File: src/design/aps_pkg.sv
// constants shared by the audio receiver pin strap and pin function block
package aps_pkg;
  // clock rate of the block
  localparam int unsigned CLK_HZ = 32'd20_000_000;
  // axi4-lite geometry and answers
  localparam int unsigned AXI_AW = 8;
  localparam logic [1:0] RESP_OKAY = 2'h0;
  localparam logic [1:0] RESP_SLVERR = 2'h2;
  // register byte offsets
  localparam logic [7:0] OFS_CTRL = 8'h00;
  localparam logic [7:0] OFS_STAT = 8'h04;
  localparam logic [7:0] OFS_FS = 8'h08;
  localparam logic [7:0] OFS_CMD = 8'h0C;
  // control register fields
  localparam int unsigned CTRL_MON_SEL = 0;
  localparam int unsigned CTRL_FMT_LO = 1;
  localparam int unsigned CTRL_SEL_EN = 3;
  localparam int unsigned CTRL_GPO_LO = 4;
  localparam int unsigned CTRL_SECONDARY_BIT_CLOCK_LO = 8;
  localparam int unsigned CTRL_SLR_LO = 10;
  localparam int unsigned CTRL_RX_LO = 12;
  localparam logic [31:0] CTRL_RST = 32'h0000_0000;
  // status register fields
  localparam int unsigned STAT_ADDR_LO = 0;
  localparam int unsigned STAT_MASTER = 2;
  localparam int unsigned STAT_GPIO_IN = 3;
  localparam int unsigned STAT_ERR = 4;
  localparam int unsigned STAT_DETECT = 5;
  localparam int unsigned STAT_GPI_LO = 8;
  // serial audio formats; right-justified has no code
  localparam logic [1:0] FMT_LEFT = 2'h0;
  localparam logic [1:0] FMT_I2S = 2'h1;
  // secondary bit clock rate codes
  localparam logic [1:0] SECONDARY_BIT_CLOCK_16FS = 2'h0;
  localparam logic [1:0] SECONDARY_BIT_CLOCK_32FS = 2'h1;
  localparam logic [1:0] SECONDARY_BIT_CLOCK_64FS = 2'h2;
  localparam logic [1:0] SECONDARY_BIT_CLOCK_128FS = 2'h3;
  // secondary lr clock rate codes
  localparam logic [1:0] SLR_QUARTER = 2'h0;
  localparam logic [1:0] SLR_HALF = 2'h1;
  localparam logic [1:0] SLR_ONE = 2'h2;
  localparam logic [1:0] SLR_DOUBLE = 2'h3;
  // receive inputs: one coaxial plus six optical
  localparam logic [2:0] RX_LAST = 3'h6;
  // computed sampling rate window in khz
  localparam logic [7:0] FS_MIN_KHZ = 8'h20;
  localparam logic [7:0] FS_MAX_KHZ = 8'hC0;
  // host serial frame: read flag, 4 address bits, 8 data bits
  localparam int unsigned HOST_AW = 4;
  localparam int unsigned HOST_DW = 8;
  localparam logic [3:0] HOST_ADDR_DONE = 4'h5;
  localparam logic [3:0] HOST_FRAME_DONE = 4'hD;
  // synchroniser bank bit positions
  localparam int unsigned NSYNC = 13;
  localparam int unsigned PIN_SYSRST = 0;
  localparam int unsigned PIN_MON = 1;
  localparam int unsigned PIN_CS = 2;
  localparam int unsigned PIN_CLOCK_SWITCH_WINDOW_PIN = 3;
  localparam int unsigned PIN_INT = 4;
  localparam int unsigned PIN_GPIO_LO = 5;
  localparam int unsigned PIN_CE = 9;
  localparam int unsigned PIN_CL = 10;
  localparam int unsigned PIN_DI = 11;
  localparam int unsigned PIN_OSC = 12;
endpackage

File: src/design/aps_pin_strap.sv
// pin strap capture, shared pin duty, gpio selector and host register port
`timescale 1ns/1ps
module aps_pin_strap
  import aps_pkg::*;
(
  input wire logic clk,
  input wire logic rst_b,
  // axi4-lite slave
  input wire logic [AXI_AW-1:0] s_awaddr,
  input wire logic s_awvalid,
  output logic s_awready,
  input wire logic [31:0] s_wdata,
  input wire logic [3:0] s_wstrb,
  input wire logic s_wvalid,
  output logic s_wready,
  output logic [1:0] s_bresp,
  output logic s_bvalid,
  input wire logic s_bready,
  input wire logic [AXI_AW-1:0] s_araddr,
  input wire logic s_arvalid,
  output logic s_arready,
  output logic [31:0] s_rdata,
  output logic [1:0] s_rresp,
  output logic s_rvalid,
  input wire logic s_rready,
  // pins from outside
  input wire logic system_reset_input,
  input wire logic oscillator_input,
  input wire logic emphasis_fs_monitor_pin_in,
  output logic emphasis_fs_monitor_pin_out,
  output logic emphasis_fs_monitor_pin_oe_b,
  input wire logic channel_status_pin_in,
  output logic channel_status_pin_out,
  output logic channel_status_pin_oe_b,
  input wire logic clock_switch_window_pin_in,
  output logic clock_switch_window_pin_out,
  output logic clock_switch_window_pin_oe_b,
  input wire logic interrupt_pin_in,
  output logic interrupt_pin_out,
  output logic interrupt_pin_oe_b,
  input wire logic [3:0] gpio_in,
  output logic [3:0] gpio_out,
  output logic [3:0] gpio_oe_b,
  input wire logic host_chip_enable,
  input wire logic host_serial_clock,
  input wire logic host_write_in,
  output logic host_read_out,
  output logic host_read_oe_b,
  // receiver core on this clock
  input wire logic emphasis_in,
  input wire logic professional_format_in,
  input wire logic [7:0] fs_khz_in,
  input wire logic fs_monitor_in,
  input wire logic non_pcm_bit_in,
  input wire logic clock_switch_busy_in,
  input wire logic irq_level_in,
  input wire logic pll_lock_fail_in,
  input wire logic data_error_in,
  input wire logic sync_pattern_found_in,
  input wire logic serial_data_in,
  input wire logic lr_clock_in,
  input wire logic bit_clock_in,
  input wire logic master_clock_in,
  // outputs to pins and core
  output logic serial_data_out,
  output logic lr_clock_out,
  output logic bit_clock_out,
  output logic master_clock_out,
  output logic oscillator_clock_output,
  output logic lock_or_data_error_flag,
  output logic stream_detect,
  output logic [1:0] format_sel,
  output logic [1:0] secondary_bck_sel,
  output logic [1:0] secondary_lr_sel,
  output logic [2:0] rx_select,
  output logic [1:0] chip_addr,
  output logic master_mode,
  output logic gpio_dir_in
);

  // three-stage pin synchroniser and agreed level
  logic [NSYNC-1:0] pin_raw;
  logic [NSYNC-1:0] sync1, sync2, sync3, pin_lvl;
  wire [NSYNC-1:0] agree = ~(sync2 ^ sync3);
  wire [NSYNC-1:0] next_pin_lvl = (agree & sync3) | (~agree & pin_lvl);
  assign pin_raw = {oscillator_input, host_write_in, host_serial_clock, host_chip_enable, gpio_in,
                    interrupt_pin_in, clock_switch_window_pin_in, channel_status_pin_in,
                    emphasis_fs_monitor_pin_in, system_reset_input};

  // sync1 feeds only sync2, so no logic sees a metastable level
  always_ff @(posedge clk) begin
    if (!rst_b) begin
      sync1 <= '0;
      sync2 <= '0;
      sync3 <= '0;
      pin_lvl <= '0;
    end else begin
      sync1 <= pin_raw;
      sync2 <= sync1;
      sync3 <= sync2;
      pin_lvl <= next_pin_lvl;
    end
  end

  // device held in reset by its pin
  wire in_reset = ~pin_lvl[PIN_SYSRST];
  wire [3:0] gpio_lvl = pin_lvl[PIN_GPIO_LO +: 4];

  // software registers
  logic [31:0] ctrl;
  logic [HOST_DW-1:0] cmd_mem [0:(1<<HOST_AW)-1];
  logic [HOST_AW-1:0] cmd_sel;
  logic [7:0] fs_report;
  wire mon_sel = ctrl[CTRL_MON_SEL];
  wire sel_en = ctrl[CTRL_SEL_EN];

  // strap capture: sampled while held, frozen from release
  always_ff @(posedge clk) begin
    if (!rst_b) begin
      chip_addr <= 2'h0;
      master_mode <= 1'b0;
      gpio_dir_in <= 1'b0;
    end else if (in_reset) begin
      chip_addr <= {pin_lvl[PIN_MON], pin_lvl[PIN_CS]};
      master_mode <= pin_lvl[PIN_CLOCK_SWITCH_WINDOW_PIN];
      gpio_dir_in <= pin_lvl[PIN_INT];
    end
  end

  // pin duty after release; consumer format only carries emphasis
  wire emph_ok = emphasis_in & ~professional_format_in;
  wire mon_next = mon_sel ? fs_monitor_in : emph_ok;
  wire gpio_as_sel = gpio_dir_in & sel_en;
  always_ff @(posedge clk) begin
    if (!rst_b) begin
      emphasis_fs_monitor_pin_oe_b <= 1'b1;
      channel_status_pin_oe_b <= 1'b1;
      clock_switch_window_pin_oe_b <= 1'b1;
      interrupt_pin_oe_b <= 1'b1;
      gpio_oe_b <= 4'hF;
      emphasis_fs_monitor_pin_out <= 1'b0;
      channel_status_pin_out <= 1'b0;
      clock_switch_window_pin_out <= 1'b0;
      interrupt_pin_out <= 1'b0;
      gpio_out <= 4'h0;
    end else begin
      // drive only once straps are frozen
      emphasis_fs_monitor_pin_oe_b <= in_reset;
      channel_status_pin_oe_b <= in_reset;
      clock_switch_window_pin_oe_b <= in_reset;
      interrupt_pin_oe_b <= in_reset;
      gpio_oe_b <= {4{in_reset | gpio_dir_in}};
      emphasis_fs_monitor_pin_out <= mon_next;
      channel_status_pin_out <= non_pcm_bit_in;
      clock_switch_window_pin_out <= clock_switch_busy_in;
      interrupt_pin_out <= irq_level_in;
      gpio_out <= ctrl[CTRL_GPO_LO +: 4];
    end
  end

  // routed audio outputs and status outputs
  always_ff @(posedge clk) begin
    if (!rst_b) begin
      serial_data_out <= 1'b0;
      lr_clock_out <= 1'b0;
      bit_clock_out <= 1'b0;
      master_clock_out <= 1'b0;
      oscillator_clock_output <= 1'b0;
      lock_or_data_error_flag <= 1'b0;
      fs_report <= 8'h00;
    end else begin
      // gpio0..3 to data, lr, bit, master
      serial_data_out <= gpio_as_sel ? gpio_lvl[0] : serial_data_in;
      lr_clock_out <= gpio_as_sel ? gpio_lvl[1] : lr_clock_in;
      bit_clock_out <= gpio_as_sel ? gpio_lvl[2] : bit_clock_in;
      master_clock_out <= gpio_as_sel ? gpio_lvl[3] : master_clock_in;
      // oscillator clock on its own output
      oscillator_clock_output <= pin_lvl[PIN_OSC];
      lock_or_data_error_flag <= pll_lock_fail_in | data_error_in;
      fs_report <= (fs_khz_in >= FS_MIN_KHZ && fs_khz_in <= FS_MAX_KHZ) ? fs_khz_in : 8'h00;
    end
  end

  // axi write path: address and data taken in either order
  logic [AXI_AW-1:0] aw_addr;
  logic [31:0] w_data;
  logic [3:0] w_strb;
  logic aw_full, w_full;
  wire aw_hand = s_awvalid & s_awready;
  wire w_hand = s_wvalid & s_wready;
  wire do_write = aw_full & w_full & ~s_bvalid;
  wire next_aw_full = ~do_write & (aw_full | aw_hand);
  wire next_w_full = ~do_write & (w_full | w_hand);
  wire next_bvalid = do_write | (s_bvalid & ~s_bready);
  wire [31:0] wmask = {{8{w_strb[3]}}, {8{w_strb[2]}}, {8{w_strb[1]}}, {8{w_strb[0]}}};
  wire [31:0] ctrl_merge = (ctrl & ~wmask) | (w_data & wmask);
  wire hit_ctrl = aw_addr == OFS_CTRL;
  wire hit_stat = aw_addr == OFS_STAT;
  wire hit_cmd = aw_addr == OFS_CMD;
  wire wr_mapped = hit_ctrl | hit_stat | hit_cmd | (aw_addr == OFS_FS);
  wire fmt_ok = ctrl_merge[CTRL_FMT_LO +: 2] == FMT_LEFT || ctrl_merge[CTRL_FMT_LO +: 2] == FMT_I2S;
  wire rx_ok = ctrl_merge[CTRL_RX_LO +: 3] <= RX_LAST;
  wire [31:0] ctrl_fmt = fmt_ok ? ctrl_merge : {ctrl_merge[31:CTRL_FMT_LO+2], ctrl[CTRL_FMT_LO +: 2],
                                                ctrl_merge[CTRL_FMT_LO-1:0]};
  wire [31:0] ctrl_new = rx_ok ? ctrl_fmt : {ctrl_fmt[31:CTRL_RX_LO+3], ctrl[CTRL_RX_LO +: 3],
                                             ctrl_fmt[CTRL_RX_LO-1:0]};
  wire clr_detect = do_write & hit_stat & w_strb[0] & w_data[STAT_DETECT];

  // write channel handshake and response
  always_ff @(posedge clk) begin
    if (!rst_b) begin
      aw_full <= 1'b0;
      w_full <= 1'b0;
      s_awready <= 1'b0;
      s_wready <= 1'b0;
      s_bvalid <= 1'b0;
      s_bresp <= RESP_OKAY;
      aw_addr <= '0;
      w_data <= 32'h0000_0000;
      w_strb <= 4'h0;
    end else begin
      aw_full <= next_aw_full;
      w_full <= next_w_full;
      // one write at a time: ready drops until the response is taken
      s_awready <= ~next_aw_full & ~next_bvalid;
      s_wready <= ~next_w_full & ~next_bvalid;
      s_bvalid <= next_bvalid;
      if (aw_hand) begin
        aw_addr <= s_awaddr;
      end
      if (w_hand) begin
        w_data <= s_wdata;
        w_strb <= s_wstrb;
      end
      if (do_write) begin
        s_bresp <= wr_mapped ? RESP_OKAY : RESP_SLVERR;
      end
    end
  end

  // control register; fields feed the clock and format outputs
  always_ff @(posedge clk) begin
    if (!rst_b) begin
      ctrl <= CTRL_RST;
      format_sel <= FMT_LEFT;
      secondary_bck_sel <= SECONDARY_BIT_CLOCK_16FS;
      secondary_lr_sel <= SLR_QUARTER;
      rx_select <= 3'h0;
    end else begin
      if (do_write && hit_ctrl) begin
        ctrl <= ctrl_new;
      end
      format_sel <= ctrl[CTRL_FMT_LO +: 2];
      // secondary rates only, no source of its own
      // 16fs to 128fs and quarter to double fs codes offered
      secondary_bck_sel <= ctrl[CTRL_SECONDARY_BIT_CLOCK_LO +: 2];
      secondary_lr_sel <= ctrl[CTRL_SLR_LO +: 2];
      rx_select <= ctrl[CTRL_RX_LO +: 3];
    end
  end

  // sticky stream flag, a new find beats the clear
  always_ff @(posedge clk) begin
    if (!rst_b) begin
      stream_detect <= 1'b0;
    end else if (sync_pattern_found_in) begin
      stream_detect <= 1'b1;
    end else if (clr_detect) begin
      stream_detect <= 1'b0;
    end
  end

  // host serial port: read flag, address, data, msb first
  logic host_ce_q, host_cl_q;
  logic [3:0] host_cnt;
  logic [HOST_AW+HOST_DW-1:0] host_shift;
  logic host_reading;
  logic [HOST_DW-1:0] host_out;
  wire host_ce = pin_lvl[PIN_CE];
  wire host_cl = pin_lvl[PIN_CL];
  wire cl_rise = host_ce & host_cl & ~host_cl_q;
  wire cl_fall = host_ce & ~host_cl & host_cl_q;
  wire [HOST_AW+HOST_DW-1:0] next_shift = {host_shift[HOST_AW+HOST_DW-2:0], pin_lvl[PIN_DI]};
  wire addr_done = cl_rise & (host_cnt == HOST_ADDR_DONE - 4'h1);
  wire host_wr = cl_rise & ~host_reading & (host_cnt == HOST_FRAME_DONE - 4'h1);
  wire [HOST_AW-1:0] host_addr = next_shift[HOST_AW-1:0];
  wire axi_cmd = do_write & hit_cmd & w_strb[1];
  wire [HOST_AW-1:0] axi_cmd_addr = w_data[HOST_AW-1:0];

  // frame counter, read shift out on falling serial clock
  always_ff @(posedge clk) begin
    if (!rst_b) begin
      host_ce_q <= 1'b0;
      host_cl_q <= 1'b0;
      host_cnt <= 4'h0;
      host_shift <= '0;
      host_reading <= 1'b0;
      host_out <= '0;
      host_read_out <= 1'b0;
      host_read_oe_b <= 1'b1;
    end else begin
      host_ce_q <= host_ce;
      host_cl_q <= host_cl;
      if (!host_ce) begin
        host_cnt <= 4'h0;
        host_reading <= 1'b0;
      end else if (cl_rise) begin
        host_cnt <= (host_cnt == HOST_FRAME_DONE) ? host_cnt : host_cnt + 4'h1;
        host_shift <= next_shift;
        if (host_cnt == 4'h0) begin
          host_reading <= pin_lvl[PIN_DI];
        end
        if (addr_done) begin
          host_out <= cmd_mem[host_addr];
        end
      end else if (cl_fall && host_reading && host_cnt >= HOST_ADDR_DONE) begin
        host_read_out <= host_out[HOST_DW-1];
        host_out <= {host_out[HOST_DW-2:0], 1'b0};
      end
      // pin released unless a read frame is open
      host_read_oe_b <= ~(host_ce & host_reading);
    end
  end

  // sixteen command words of eight bits
  always_ff @(posedge clk) begin
    if (!rst_b) begin
      cmd_sel <= '0;
    end else if (axi_cmd) begin
      cmd_sel <= axi_cmd_addr;
    end
  end
  // software write takes priority over a host frame in the same cycle
  always_ff @(posedge clk) begin
    if (axi_cmd) begin
      cmd_mem[axi_cmd_addr] <= w_data[15:8];
    end else if (host_wr) begin
      cmd_mem[host_shift[HOST_DW+HOST_AW-2:HOST_DW-1]] <= next_shift[HOST_DW-1:0];
    end
  end

  // axi read path, answer one cycle after the address is taken
  wire ar_hand = s_arvalid & s_arready;
  wire next_rvalid = ar_hand | (s_rvalid & ~s_rready);
  wire [31:0] stat_word = {20'h0, gpio_lvl, 2'h0, stream_detect, lock_or_data_error_flag,
                           gpio_dir_in, master_mode, chip_addr};
  wire [31:0] cmd_word = {16'h0, cmd_mem[cmd_sel], 4'h0, cmd_sel};
  wire rd_ctrl = s_araddr == OFS_CTRL;
  wire rd_stat = s_araddr == OFS_STAT;
  wire rd_fs = s_araddr == OFS_FS;
  wire rd_cmd = s_araddr == OFS_CMD;
  wire rd_mapped = rd_ctrl | rd_stat | rd_fs | rd_cmd;
  wire [31:0] rd_word = rd_ctrl ? ctrl : rd_stat ? stat_word : rd_fs ? {24'h0, fs_report} :
                        rd_cmd ? cmd_word : 32'h0000_0000;

  // read channel registers
  always_ff @(posedge clk) begin
    if (!rst_b) begin
      s_arready <= 1'b0;
      s_rvalid <= 1'b0;
      s_rdata <= 32'h0000_0000;
      s_rresp <= RESP_OKAY;
    end else begin
      s_arready <= ~next_rvalid;
      s_rvalid <= next_rvalid;
      if (ar_hand) begin
        s_rdata <= rd_word;
        s_rresp <= rd_mapped ? RESP_OKAY : RESP_SLVERR;
      end
    end
  end
endmodule

File: config.mk
export PLATFORM = sky130hd
export DESIGN_NAME = aps_pin_strap
export DESIGN_NICKNAME = d
export VERILOG_FILES = /design/src/design/aps_pkg.sv /design/src/design/aps_pin_strap.sv
export SDC_FILE = /design/constraint.sdc
export NUM_CORES = 1
export LEC_CHECK = 0
export BUFFER_PORTS_ARGS = -buffer_cell sky130_fd_sc_hd__buf_2
export CAP_MARGIN = 25
export CORE_MARGIN = 2
export CORE_UTILIZATION = 55
export CTS_CLUSTER_DIAMETER = 50
export DETAILED_ROUTE_END_ITERATION = 10
export PLACE_DENSITY = 0.76
export SLEW_MARGIN = 10
export SYNTH_ARGS = -nofsm -noshare
export SYNTH_HDL_FRONTEND = slang
export SYNTH_SLANG_ARGS = --single-unit
export TNS_END_PERCENT = 30
File: constraint.sdc
create_clock -name clk -period 3 [get_ports clk]
set_input_delay 0.15 -clock clk [delete_from_list [all_inputs] [get_ports clk]]
set_output_delay 0.15 -clock clk [all_outputs]
set_load 0.01 [all_outputs]
==> impl_metrics.json <==
{
  "status": "finished, final reports clean",
  "yosysSeqAreaShare_pct": 59.46,
  "crit_path_start_kind": "flip-flop",
  "clock_sinks": 370,
  "critical_path_buf_inv_count": 2,
  "utilization_pct": 68.90,
  "finalClockSkew_ps": 26.85,
  "setup_slack_ps": 80.89,
  "synth_top_area_cell": "dfxtp_1",
  "worstMarginPinSlew_ps": 1048,
  "antenna_cells": 0,
  "portBuffers": 169,
  "finalHoldViolations": 0,
  "numCtsBuffers": 39,
  "drv_slew": 0,
  "drc": 0,
  "final_nets": 1627,
  "routedWlPerCell_um": 21.69,
  "start_util_pct": 56.08,
  "synth.avg_cell_area_um2": 11.28,
  "ioPinCount": 172,
  "mostFrequentLayoutCells": "nand2_1, dfxtp_1, buf_2, edfxtp_1, a21oi_1",
  "antenna_left": 0,
  "drv_cap": 0,
  "dr.pass1.iters": 5,
  "ys_ff_latch": 370,
  "synth_area_mm2": 0.01461,
  "hold_path.class": "input port to flip-flop",
  "fmax_ghz": 0.3426,
  "synth_area_leaders": "dfxtp_1, edfxtp_1, mux4_2",
  "synth_top_area_share_pct": 33.15,
  "dieArea_mm2": 0.02789,
  "dieWidth_um": 167,
  "clk_latency_ps": 530,
  "num_vias": 11350,
  "rsz0062_at_grt": "true",
  "vdd_drop_max_mv": 0.6008,
  "maxSlewHeadroom_pct": 30.11,
  "antenna_found_initial": 2,
  "synth_edf_count": 128,
  "clk_path_buf_depth": 3,
  "tritoncts": "yes",
  "fp.coreArea_mm2": 0.02606,
  "grtUsageTotal_pct": 28.97,
  "clk_pin_slew_worst_paths_ps": 60,
  "final_cells": 1896,
  "first_global_vias": 11110,
  "critPathMaxFanout": 9,
  "slowest_stage": "o22ai_1",
  "crit_family": "simple AND/OR/NAND/NOR gates",
  "gp_congestion": 0.9421,
  "die_h_um": 167,
  "dp_slack_ps": 124.1,
  "ys_types": 56,
  "async_reset_ff_share_pct": 0,
  "p_per_area_mw_per_mm2": 602.7,
  "hpwl_um": 27020,
  "cts_htree_levels": 2,
  "drive_gt1_share_pct": 22.10,
  "placed_area_mm2": 0.01576,
  "grt_overflow_total": 0,
  "min_period_over_period_pct": 97.30,
  "synth_cells": 1296,
  "layout_min_cycle_time_ps": 2919,
  "grt_max_degree": 94,
  "crit_type": "flip-flop to flip-flop",
  "crit_path_end_kind": "flip-flop",
  "drtIter0Drc": 1276,
  "crit_path_cell_trace": "inv_1 > ha_1 > nand2_1 > nor4_1 > buf_4 > and2_1 > nand3b_1 > o22ai_1",
  "critical_path_required_ps": 3140,
  "slowest_delay_ps": 840,
  "root_buffer": "clkbuf_16",
  "dp.cells": 1744,
  "leakage_nw": 6.698,
  "grt_pass1_wl_um": 62910,
  "design_area_mm2": 0.01795,
  "synth_warnings": 0,
  "vias_per_cell": 5.986,
  "routed_wl_um": 41120,
  "ys.flop_type": "dfxtp_1",
  "setup_violations": 0,
  "area.growth.synth_to_final_pct": 22.87,
  "rows": 59,
  "crit_arrival_ps": 3060
}
## per-layer routing
metal / share of wire [%] / track usage, % / vias up
met2: 48 / 48.74 / 617
met4: 2.9 / 8.883 / 4
met3: 9.8 / 6.416 / 95
li1: - / - / 5137
met1: 39 / 37.69 / 5496
met5: 0.054 / 0 / -
## path summary, 6_finish.rpt
| kind | startpoint | end | slack [ps] | cells after the start |
|---|---|---|---|---|
| worst max-delay path | host_cnt[1] | cmd_mem[6][4] | 80 | 8 |
| worst min-delay path | s_araddr[1] | s_rdata[10] | 70 | 4 |
| worst max register to register | host_cnt[1] | cmd_mem[6][4] | 80 | 8 |
| worst min register to register | sync1[3] | sync2[3] | 430 | 1 |
## synth_stat cells (all sizes together), types with 4 or more instances
cell,number
a221oi,8
o22ai,12
clkbuf,56
nor4,6
a22oi,35
mux4,59
nor3,9
a21boi,5
a21oi,118
nand3b,4
or4,5
buf,34
inv,10
nand4,6
a31oi,11
mux2i,40
o221ai,4
nor2,67
nand2,239
and3,10
o21ai,29
dfxtp,242
nor2b,9
edfxtp,128
and2,67
nand2b,9
nand3,41
## where the power goes
group	internal (mW)	switching (mW)	total (mW)
clock network	3.09	1.98	5.07
registers	5.25	0.0535	5.31
logic	0.197	0.246	0.443
## worst min-delay path: stages
cell and delay (ps):
buf_2 140, nor4_4 90, nand3_1 80, a31oi_1 70
## kinds of logic (layout without fill, tap and decap cells)
family,after synthesis,count (layout),synth area share (%)
XOR/XNOR,3,3,0.1798
buffers and inverters,100,364,2.997
other,1,2,0.02566
AND/OR/NAND/NOR,483,483,15.46
flip-flops,370,370,59.46
multiplexers,100,100,11.91
AO/OA/AOI/OAI,236,236,9.710
adder cells (fa/ha/maj),3,3,0.2569
## metrics by stage
stage / power [mW] / hold slack, ps / TNS, ps
finish: 10.82 / 66.66 / 0
floorplan: 5.593 / 265.8 / 0
CTS: 10.83 / 59.57 / 0
global route: 11.13 / 90.66 / -242.7
detailed placement: 5.757 / 359.1 / 0
global placement: 5.749 / 355.5 / 0
## repair_timing
| action | in CTS | in global routing |
|---|---|---|
| hold endpoints to repair | 78 | 0 |
| setup endpoints to repair | 0 | 16 |
| buffers inserted | 0 | 0 |
| resized for setup | 0 | 2 |
| hold buffers | 79 | 0 |
## cell type report
cell class                      instances  area, µm²
Clock buffer                           53       1130
Tap cell                              335      419.2
Sequential cell                       370       8692
Inverter                               10      40.04
Multi-Input combinational cell        827       5503
Timing Repair Buffer                  283       1924
Fill cell                            1782       8104
Clock inverter                         18      246.5
Note: power is estimated with default switching activity, not from simulation.
